`src/rtl/tcs_pkg.sv`:
```
// Shared constants for the temperature conversion scheduler
package tcs_pkg;
	localparam int TEMP_W = 11;
	localparam int RESULT_W = 12;
	localparam int CHAN_W = 2;
	localparam logic [1:0] CH_INT = 2'h0;
	localparam logic [1:0] CH_REM1 = 2'h1;
	localparam logic [1:0] CH_REM2 = 2'h2;
	localparam int NUM_TEMP = 3;
	localparam int OPEN_BIT = 11;
	localparam logic [10:0] TEMP_MAX = 11'h3ff;
	localparam logic [10:0] TEMP_MIN = 11'h400;
	localparam logic [11:0] RESULT_RST = 12'h000;
	localparam int INTEG_TIME_US = 300;
	localparam int CLK_MHZ = 10;
	localparam int INTEG_CYC = INTEG_TIME_US * CLK_MHZ;
	localparam int CONV_TIME_NS = 5000;
	localparam int CONV_CYC = CONV_TIME_NS / 100;
	localparam int SEQ_LEN = 9;
	typedef enum logic [1:0] {MODE_IDLE, MODE_CMD, MODE_AUTO} tcs_mode_e;
endpackage

```
`src/rtl/tcs_integrator.sv`:
```
// Background round-robin integration timer for the three temperature inputs
`timescale 1ns/10ps
module tcs_integrator #(
	parameter int INTEG_CYCLES = tcs_pkg::INTEG_CYC
) (
	input wire logic ref_clk,
	input wire logic rst,
	input wire logic ack,
	output logic [1:0] reqChan,
	output logic reqValid
);
	logic [15:0] cnt_q, cnt_d;
	logic [1:0] chan_q, chan_d;
	logic pend_q, pend_d;

	always_comb begin
		cnt_d = cnt_q;
		chan_d = chan_q;
		pend_d = pend_q;
		// Integration keeps running while a request waits
		if (cnt_q == 16'(INTEG_CYCLES - 1)) begin
			cnt_d = 16'h0000;
			pend_d = 1'b1;
			if (!pend_q || ack) begin
				chan_d = (chan_q == tcs_pkg::CH_REM2) ? tcs_pkg::CH_INT : chan_q + 2'h1;
			end
		end else begin
			cnt_d = cnt_q + 16'h0001;
			if (ack) begin
				pend_d = 1'b0;
			end
		end
	end

	always_ff @(posedge ref_clk) begin
		if (rst) begin
			cnt_q <= 16'h0000;
			chan_q <= tcs_pkg::CH_INT;
			pend_q <= 1'b0;
		end else begin
			cnt_q <= cnt_d;
			chan_q <= chan_d;
			pend_q <= pend_d;
		end
	end

	assign reqChan = (chan_q == tcs_pkg::CH_INT) ? tcs_pkg::CH_REM2 : chan_q - 2'h1;
	assign reqValid = pend_q;
endmodule

```
`src/rtl/tcs_result_store.sv`:
```
// Temperature result registers with offset correction and open-circuit flag
`timescale 1ns/10ps
module tcs_result_store (
	input wire logic ref_clk,
	input wire logic rst,
	input wire logic wrEn,
	input wire logic [1:0] wrChan,
	input wire logic [10:0] rawTemp,
	input wire logic openCircuit,
	input wire logic [10:0] offsetVal,
	output logic [11:0] resultInt,
	output logic [11:0] resultRem1,
	output logic [11:0] resultRem2
);
	logic [11:0] res_q [3];
	logic [11:0] res_d [3];

	// Saturating signed add keeps the code inside the 11-bit range
	function automatic logic [10:0] satAdd(input logic [10:0] a, input logic [10:0] b);
		logic [11:0] s;
		s = {a[10], a} + {b[10], b};
		if (s[11] != s[10]) begin
			satAdd = s[11] ? tcs_pkg::TEMP_MIN : tcs_pkg::TEMP_MAX;
		end else begin
			satAdd = s[10:0];
		end
	endfunction

	always_comb begin
		for (int i = 0; i < 3; i++) begin
			res_d[i] = res_q[i];
		end
		if (wrEn) begin
			// Whole word at once so reads never see a mixed value
			res_d[wrChan] = {openCircuit && (wrChan != tcs_pkg::CH_INT),
				satAdd(rawTemp, offsetVal)};
		end
	end

	always_ff @(posedge ref_clk) begin
		if (rst) begin
			for (int i = 0; i < 3; i++) begin
				res_q[i] <= tcs_pkg::RESULT_RST;
			end
		end else begin
			for (int i = 0; i < 3; i++) begin
				res_q[i] <= res_d[i];
			end
		end
	end

	assign resultInt = res_q[0];
	assign resultRem1 = res_q[1];
	assign resultRem2 = res_q[2];
endmodule

```
`src/rtl/tcs_scheduler.sv`:
```
// Temperature conversion scheduler top: mode arbitration and shared ADC slot control
//
// Functional notes
// - Results are sign plus 10-bit twos complement, 0.25 C per LSB.
// - Code map: all ones -0.25, sign only -256, max +255.75, zero 0.
// - Temperature inputs integrate in turn continuously in the background.
// - Finished integration raises a request that starts that channel's conversion.
// - Command mode: pending temperature conversion follows the current conversion.
// - Autocycle mode: pending temperature conversion inserted between sequence slots.
// - Idle converter starts a pending temperature conversion at once.
// - Three result registers, one per channel, readable any time.
// - Command mode read-out may include remote result registers in sequence.
// - Remote result MSB set on open circuit, marking result invalid.
// - Host signed offset is added to every temperature result.
// - Converter and reference buffers off after power-up until host enables.
// - Two over-range outputs show sense amplifier above 240 mV.
// - Command mode: each read converts and returns next sequence channel.
// - Autocycle mode: channels cycled automatically, alert on range exit.
// - Alert rises on high or low limit crossing or diode fault.
`timescale 1ns/10ps
module tcs_scheduler #(
	parameter int INTEG_CYCLES = tcs_pkg::INTEG_CYC,
	parameter int CONV_CYCLES = tcs_pkg::CONV_CYC,
	parameter int SEQ_LEN = tcs_pkg::SEQ_LEN
) (
	input wire logic ref_clk,
	input wire logic rst,
	input wire logic cmdMode,
	input wire logic autoMode,
	input wire logic [8:0] seqSelect,
	input wire logic readStrobe,
	input wire logic pwrEnable,
	input wire logic [10:0] offsetVal,
	input wire logic [10:0] adcTempCode,
	input wire logic openCircuit1,
	input wire logic openCircuit2,
	input wire logic [10:0] highLimit,
	input wire logic [10:0] lowLimit,
	input wire logic overrangeComp1,
	input wire logic overrangeComp2,
	output logic adcPowerOn,
	output logic refBufOn,
	output logic convBusy,
	output logic [3:0] convChannel,
	output logic [11:0] readData,
	output logic readValid,
	output logic [11:0] resultInt,
	output logic [11:0] resultRem1,
	output logic [11:0] resultRem2,
	output logic alert,
	output logic current_overrange_flag1,
	output logic current_overrange_flag2
);
	typedef enum logic [1:0] {S_IDLE, S_CONV, S_DONE} tcs_state_e;

	tcs_state_e state_q, state_d;
	logic [7:0] cnt_q, cnt_d;
	logic [3:0] chan_q, chan_d;
	logic isTemp_q, isTemp_d;
	logic [1:0] tchan_q, tchan_d;
	logic [3:0] seqPos_q, seqPos_d;
	logic rdPend_q, rdPend_d;
	logic [11:0] rdData_q, rdData_d;
	logic rdValid_q, rdValid_d;
	logic alert_q, alert_d;
	logic pwr_q, pwr_d;
	logic [1:0] or1Sync_q, or2Sync_q;
	logic [1:0] oc1Sync_q, oc2Sync_q;
	logic [1:0] reqChan;
	logic reqValid;
	logic tempAck;
	logic wrEn;
	logic openSel;
	logic [11:0] tempRes;

	// Next selected channel of the sequence after position p (wraps)
	function automatic logic [3:0] nextSel(input logic [8:0] sel, input logic [3:0] p);
		logic [3:0] q;
		nextSel = p;
		q = p;
		for (int i = 0; i < 9; i++) begin
			q = (q == 4'h8) ? 4'h0 : q + 4'h1;
			if (sel[q] && nextSel == p) begin
				nextSel = q;
			end
		end
	endfunction

	function automatic logic [1:0] tempOf(input logic [3:0] ch);
		tempOf = (ch == 4'h6) ? tcs_pkg::CH_REM1 :
			(ch == 4'h7) ? tcs_pkg::CH_REM2 : tcs_pkg::CH_INT;
	endfunction

	// Converter input of a temperature channel, inverse of tempOf
	function automatic logic [3:0] convIdx(input logic [1:0] t);
		convIdx = (t == tcs_pkg::CH_REM1) ? 4'h6 :
			(t == tcs_pkg::CH_REM2) ? 4'h7 : 4'h8;
	endfunction

	tcs_integrator #(
		.INTEG_CYCLES(INTEG_CYCLES)
	) uInteg (
		.ref_clk(ref_clk),
		.rst(rst),
		.ack(tempAck),
		.reqChan(reqChan),
		.reqValid(reqValid)
	);

	assign openSel = (tchan_q == tcs_pkg::CH_REM1) ? oc1Sync_q[1] :
		(tchan_q == tcs_pkg::CH_REM2) ? oc2Sync_q[1] : 1'b0;

	tcs_result_store uStore (
		.ref_clk(ref_clk),
		.rst(rst),
		.wrEn(wrEn),
		.wrChan(tchan_q),
		.rawTemp(adcTempCode),
		.openCircuit(openSel),
		.offsetVal(offsetVal),
		.resultInt(resultInt),
		.resultRem1(resultRem1),
		.resultRem2(resultRem2)
	);

	assign tempRes = (tchan_q == tcs_pkg::CH_REM1) ? resultRem1 :
		(tchan_q == tcs_pkg::CH_REM2) ? resultRem2 : resultInt;

	always_comb begin
		state_d = state_q;
		cnt_d = cnt_q;
		chan_d = chan_q;
		isTemp_d = isTemp_q;
		tchan_d = tchan_q;
		seqPos_d = seqPos_q;
		rdPend_d = rdPend_q || (cmdMode && readStrobe);
		rdData_d = rdData_q;
		rdValid_d = 1'b0;
		tempAck = 1'b0;
		wrEn = 1'b0;
		case (state_q)
			S_IDLE: begin
				if (pwr_q && reqValid) begin
					// Idle converter or slot boundary: temperature goes first
					tempAck = 1'b1;
					isTemp_d = 1'b1;
					tchan_d = reqChan;
					chan_d = convIdx(reqChan);
					cnt_d = 8'h00;
					state_d = S_CONV;
				end else if (pwr_q && ((cmdMode && rdPend_q) || autoMode) && seqSelect != 9'h000) begin
					isTemp_d = 1'b0;
					seqPos_d = nextSel(seqSelect, seqPos_q);
					chan_d = seqPos_d;
					tchan_d = tempOf(seqPos_d);
					cnt_d = 8'h00;
					state_d = S_CONV;
				end
			end
			S_CONV: begin
				if (cnt_q == 8'(CONV_CYCLES - 1)) begin
					state_d = S_DONE;
				end else begin
					cnt_d = cnt_q + 8'h01;
				end
			end
			S_DONE: begin
				state_d = S_IDLE;
				if (isTemp_q) begin
					wrEn = 1'b1;
				end else if (cmdMode && rdPend_q) begin
					// Temperature channels 6 to 8, internal included, return the last background result
					rdData_d = (chan_q >= 4'h6) ? tempRes : {1'b0, adcTempCode};
					rdValid_d = 1'b1;
					rdPend_d = 1'b0;
				end
			end
			default: state_d = S_IDLE;
		endcase
	end

	always_comb begin
		alert_d = alert_q;
		// Sticky until both autocycle and command mode are off
		if (wrEn && ($signed(adcTempCode) > $signed(highLimit) ||
			$signed(adcTempCode) < $signed(lowLimit) || openSel)) begin
			alert_d = 1'b1;
		end else if (!autoMode && !cmdMode) begin
			alert_d = 1'b0;
		end
		pwr_d = pwrEnable;
	end

	always_ff @(posedge ref_clk) begin
		if (rst) begin
			state_q <= S_IDLE;
			cnt_q <= 8'h00;
			chan_q <= 4'h0;
			isTemp_q <= 1'b0;
			tchan_q <= tcs_pkg::CH_INT;
			seqPos_q <= 4'h8;
			rdPend_q <= 1'b0;
			rdData_q <= tcs_pkg::RESULT_RST;
			rdValid_q <= 1'b0;
			alert_q <= 1'b0;
			pwr_q <= 1'b0;
			or1Sync_q <= 2'h0;
			or2Sync_q <= 2'h0;
			oc1Sync_q <= 2'h0;
			oc2Sync_q <= 2'h0;
		end else begin
			state_q <= state_d;
			cnt_q <= cnt_d;
			chan_q <= chan_d;
			isTemp_q <= isTemp_d;
			tchan_q <= tchan_d;
			seqPos_q <= seqPos_d;
			rdPend_q <= rdPend_d;
			rdData_q <= rdData_d;
			rdValid_q <= rdValid_d;
			alert_q <= alert_d;
			pwr_q <= pwr_d;
			or1Sync_q <= {or1Sync_q[0], overrangeComp1};
			or2Sync_q <= {or2Sync_q[0], overrangeComp2};
			oc1Sync_q <= {oc1Sync_q[0], openCircuit1};
			oc2Sync_q <= {oc2Sync_q[0], openCircuit2};
		end
	end

	assign adcPowerOn = pwr_q;
	assign refBufOn = pwr_q;
	assign convBusy = (state_q != S_IDLE);
	assign convChannel = chan_q;
	assign readData = rdData_q;
	assign readValid = rdValid_q;
	assign alert = alert_q;
	assign current_overrange_flag1 = or1Sync_q[1];
	assign current_overrange_flag2 = or2Sync_q[1];
endmodule

```
`config.mk`:
```
export PLATFORM = sky130hd
export DESIGN_NAME = tcs_scheduler
export DESIGN_NICKNAME = d
export VERILOG_FILES = /design/src/rtl/tcs_pkg.sv /design/src/rtl/tcs_integrator.sv /design/src/rtl/tcs_result_store.sv /design/src/rtl/tcs_scheduler.sv
export SDC_FILE = /design/constraint.sdc
export NUM_CORES = 1
export LEC_CHECK = 0
export ABC_AREA = 0
export BUFFER_PORTS_ARGS = -buffer_cell sky130_fd_sc_hd__buf_2
export CELL_PAD_IN_SITES_DETAIL_PLACEMENT = 0
export CELL_PAD_IN_SITES_GLOBAL_PLACEMENT = 2
export CORE_ASPECT_RATIO = 2
export CORE_MARGIN = 5
export CORE_UTILIZATION = 32
export CTS_BUF_LIST = sky130_fd_sc_hd__clkbuf_8
export DETAILED_ROUTE_END_ITERATION = 12
export PLACE_DENSITY_LB_ADDON = 0.12
export RECOVER_POWER = 100
export SYNTH_ARGS = -nofsm -noshare
export SYNTH_HDL_FRONTEND = slang
export SYNTH_SLANG_ARGS = --single-unit
```
`constraint.sdc`:
```
create_clock -name ref_clk -period 8.3 [get_ports ref_clk]
set_input_delay 0.415 -clock ref_clk [delete_from_list [all_inputs] [get_ports ref_clk]]
set_output_delay 0.415 -clock ref_clk [all_outputs]
set_load 0.005 [all_outputs]
```
==> impl_results.md <==
* Max-Cap Viols at 1
* First-pass GRT wire length at between 50000 and 60000 µm
* Async set-reset flop share out of synthesis at 0%
* Skew-Pair Late Insertion Delay at between 300 and 400 ps
* Final period utilization at between 90% and 100%
* Fin util at 38.4%
* Min cycle time layout at around 8000 ps
* Drt drc at 0
* Syn Area/Cell at approximately 8 µm²
* Final setup violation count at 0
* Clock transition at the registers of the reported paths at roughly 100 ps
* Worst Skew at roughly 16 ps
* Multi-input logic area at ~6900 µm²
* Critical path class: register to register
* Global route total overflow at 0
* Area of the mapped netlist at around 9300 µm²
* Iteration-0 DRC Markers at roughly 360
* Ports at ~120
* Routability congestion estimate at 0.948
* CP Data Arrival Time at about 8300 ps
* Fill cells at between 3k and 4k
* Largest net degree at the start of global routing at 85
* Post-Synth XOR/XNOR Area at 5.25%
* Leading register cell type out of synthesis: dfxtp_1
* Synth Net Count at between 1k and 1.5k
* Vias in the first global route at between 9k and 10k
* Final instance area at about 11000 µm²
* TritonCTS Sinks at 100
* CP peak stage delay at 430 ps
* DP HPWL at around 32000 µm
* Failing checks: capacitance limit, slew limit
* Post-Synth Adder-Cell Area at around 7.8%
* Die area at roughly 33000 µm²
* Total GRT Usage at 22.8%
* Multiplexer area fraction after synthesis at 8.29%
* Synth warnings at 0
* Num CTS Buffers at 9
* Starting Density at about a third
* Clk root buf: clkbuf_8
* Via count at 9546
* Initial antenna violation count at 2
* Num rows at slightly below 90
* Final wirelength at 38400 µm
* Synth Area in Simple Gates at between 20% and 30%
* WHS at 242 ps
* Most Frequent Cell on Critical Path: buf_4
* Hold Crit Class: input port to register
* Nets at 1435
* Area after DPL at ~11000 µm²
* FF/Latch Area at ~2000 µm²
* Least-Margin Pin Slew at 1760 ps
* Critical Path Fanout Max at 5
* Status: finished, violations left
* Commonest non-fill, non-tap cell in the layout: nor2_1
* CP required at 8590 ps
* Synthesis-stage register bit count at 100
* DIE WIDTH at approximately 130 µm
* Slew HR at -17.5%
* Most frequent cells in the layout: nor2_1, dfxtp_1, buf_4, a211oi_1, buf_2
* Final Hold Vio Count at 0
* EDFF count, synth at 0
* Synth Instances at roughly 1.2k
* Core area at 28700 µm²
* Htree depth at 3
* IO Port Bufs at approximately 120
* Compound-Gate Fraction of Synth Area at between 20% and 30%
* Fraction of layout cells with a size suffix above 1 at between 20% and 30%
* Slew Limit Fails at 42
* Sequential fraction of the synthesis area at between 20% and 30%
* Crit end category: register
* Drt pass-1 iters at 5
* Clock Path Buffers at 2
* Peak Freq at 125 MHz
* Post-detailed-route count of antenna-violating nets at 0
* TritonCTS clock tree: yes
* CP Launch Type: register
* Vias per std cell at between 5 and 6
* Die H at between 200 and 300 µm
* WL per Instance at 22.8 µm
* Area growth, synth to finish at 18.8%
* CP max stage cell: dfxtp_1
* Count of different cell masters after synthesis at approximately 110
* Largest family of logic cells by synthesized area: compound AO/OA/AOI/OAI gates
-- per-layer routing --
layer	part of all wire, %	GRT usage, %
met5	0	0
met4	8.3	16.9
met3	3.4	2.32
met2	57	46.3
met1	31	19.2
-- critical path, delay by kind of cell, from the launching register on --
family | cells | cell delay (ps)
simple gates | 8 | 1600
compound gates | 14 | 3380
fa+ha+maj | 3 | 600
flops | 1 | 430
mux | 3 | 970
xor+xnor | 1 | 160
buf+inv | 6 | 740
-- sequential cells by signal (all words and copies together), names as in the netlist, 2 cells and up --
register and count:
uStore.res_q 36, uInteg.cnt_q 16, readData 12, cnt_q 8, convChannel 4, seqPos_q 4
oc1Sync_q 2, oc2Sync_q 2, or1Sync_q 2, or2Sync_q 2, state_q 2, tchan_q 2
uInteg.chan_q 2
-- final cells by class --
| cell class | instances | area share [%] |
|---|---|---|
| inverters | 61 | 2.12 |
| diodes | 2 | 0.0454 |
| repair buffers | 209 | 11.1 |
| flip-flops and latches | 100 | 18.2 |
| clock buffers | 11 | 1.37 |
| well taps | 360 | 4.08 |
| multi-input cells | 934 | 62.6 |
| clock inverters | 5 | 0.465 |
-- cell families (layout without fill, tap and decap cells) --
family / after synthesis / in the layout
compound gates: 361 / 361
fa+ha+maj: 57 / 57
simple gates: 399 / 399
flops: 100 / 100
buf+inv: 132 / 286
other cells: 0 / 2
xor+xnor: 54 / 54
mux: 63 / 63
-- synth_stat cells, types with 5 or more instances --
| cell | count | area [µm²] |
|---|---|---|
| buf_2 | 9 | 45.0 |
| nand2b_1 | 23 | 144 |
| nor3_1 | 26 | 130 |
| inv_1 | 56 | 210 |
| a21o_1 | 8 | 60.1 |
| o221ai_1 | 6 | 52.6 |
| xnor2_1 | 34 | 298 |
| ha_1 | 56 | 701 |
| or2_2 | 5 | 31.3 |
| a31oi_1 | 11 | 68.8 |
| o21ai_1 | 7 | 35.0 |
| mux2i_1 | 42 | 420 |
| nor4_1 | 11 | 68.8 |
| clkbuf_1 | 49 | 184 |
| dfxtp_1 | 100 | 2000 |
| nor2b_1 | 32 | 200 |
| nor2_1 | 131 | 492 |
| o211ai_1 | 20 | 150 |
| o21bai_1 | 9 | 67.6 |
| buf_1 | 5 | 18.8 |
| nand2_1 | 61 | 229 |
| mux2_2 | 9 | 101 |
| a21oi_1 | 63 | 315 |
| a211oi_1 | 83 | 623 |
| and3_1 | 9 | 56.3 |
| or3_1 | 7 | 43.8 |
| xor2_1 | 18 | 158 |
| o21ai_0 | 47 | 235 |
| mux4_2 | 6 | 135 |
| o311ai_0 | 7 | 61.3 |
| nand3_1 | 34 | 170 |
| o211a_1 | 7 | 70.1 |
| a21boi_0 | 5 | 37.5 |
| nand4_1 | 14 | 87.6 |
| and2_1 | 9 | 56.3 |
| o21a_1 | 9 | 67.6 |
-- worst paths after layout --
check,start,to,slack (ps),cells past startpoint
max,seqPos_q[0],seqPos_q[2],320,35
min,overrangeComp2,or2Sync_q[0],240,2
max reg2reg,seqPos_q[0],seqPos_q[2],320,35
min reg2reg,or2Sync_q[0],or2Sync_q[1],450,1
-- stage by stage --
step           std cells  setup WS (ps)  TNS, ps
6_report            1682            323        0
5_1_grt             1681          -59.0    -90.3
4_1_cts             1673           15.4        0
3_5_place_dp        1657           -266     -266
3_3_place_gp        1657           -340     -444
2_1_floorplan       1166           17.5        0
-- repair_timing --
action                                  in CTS  in global routing
setup buffers                                0                  7
endpoints found under the setup margin       3                 10
hold endpoints to repair                     0                  0
pin swaps                                    0                  9
resized for setup                            4                 27
hold buffers                                 0                  0
Power is left out: the tool's default activity adds up to more than one toggle a clock period on the data nets, which glitch-free logic cannot reach.
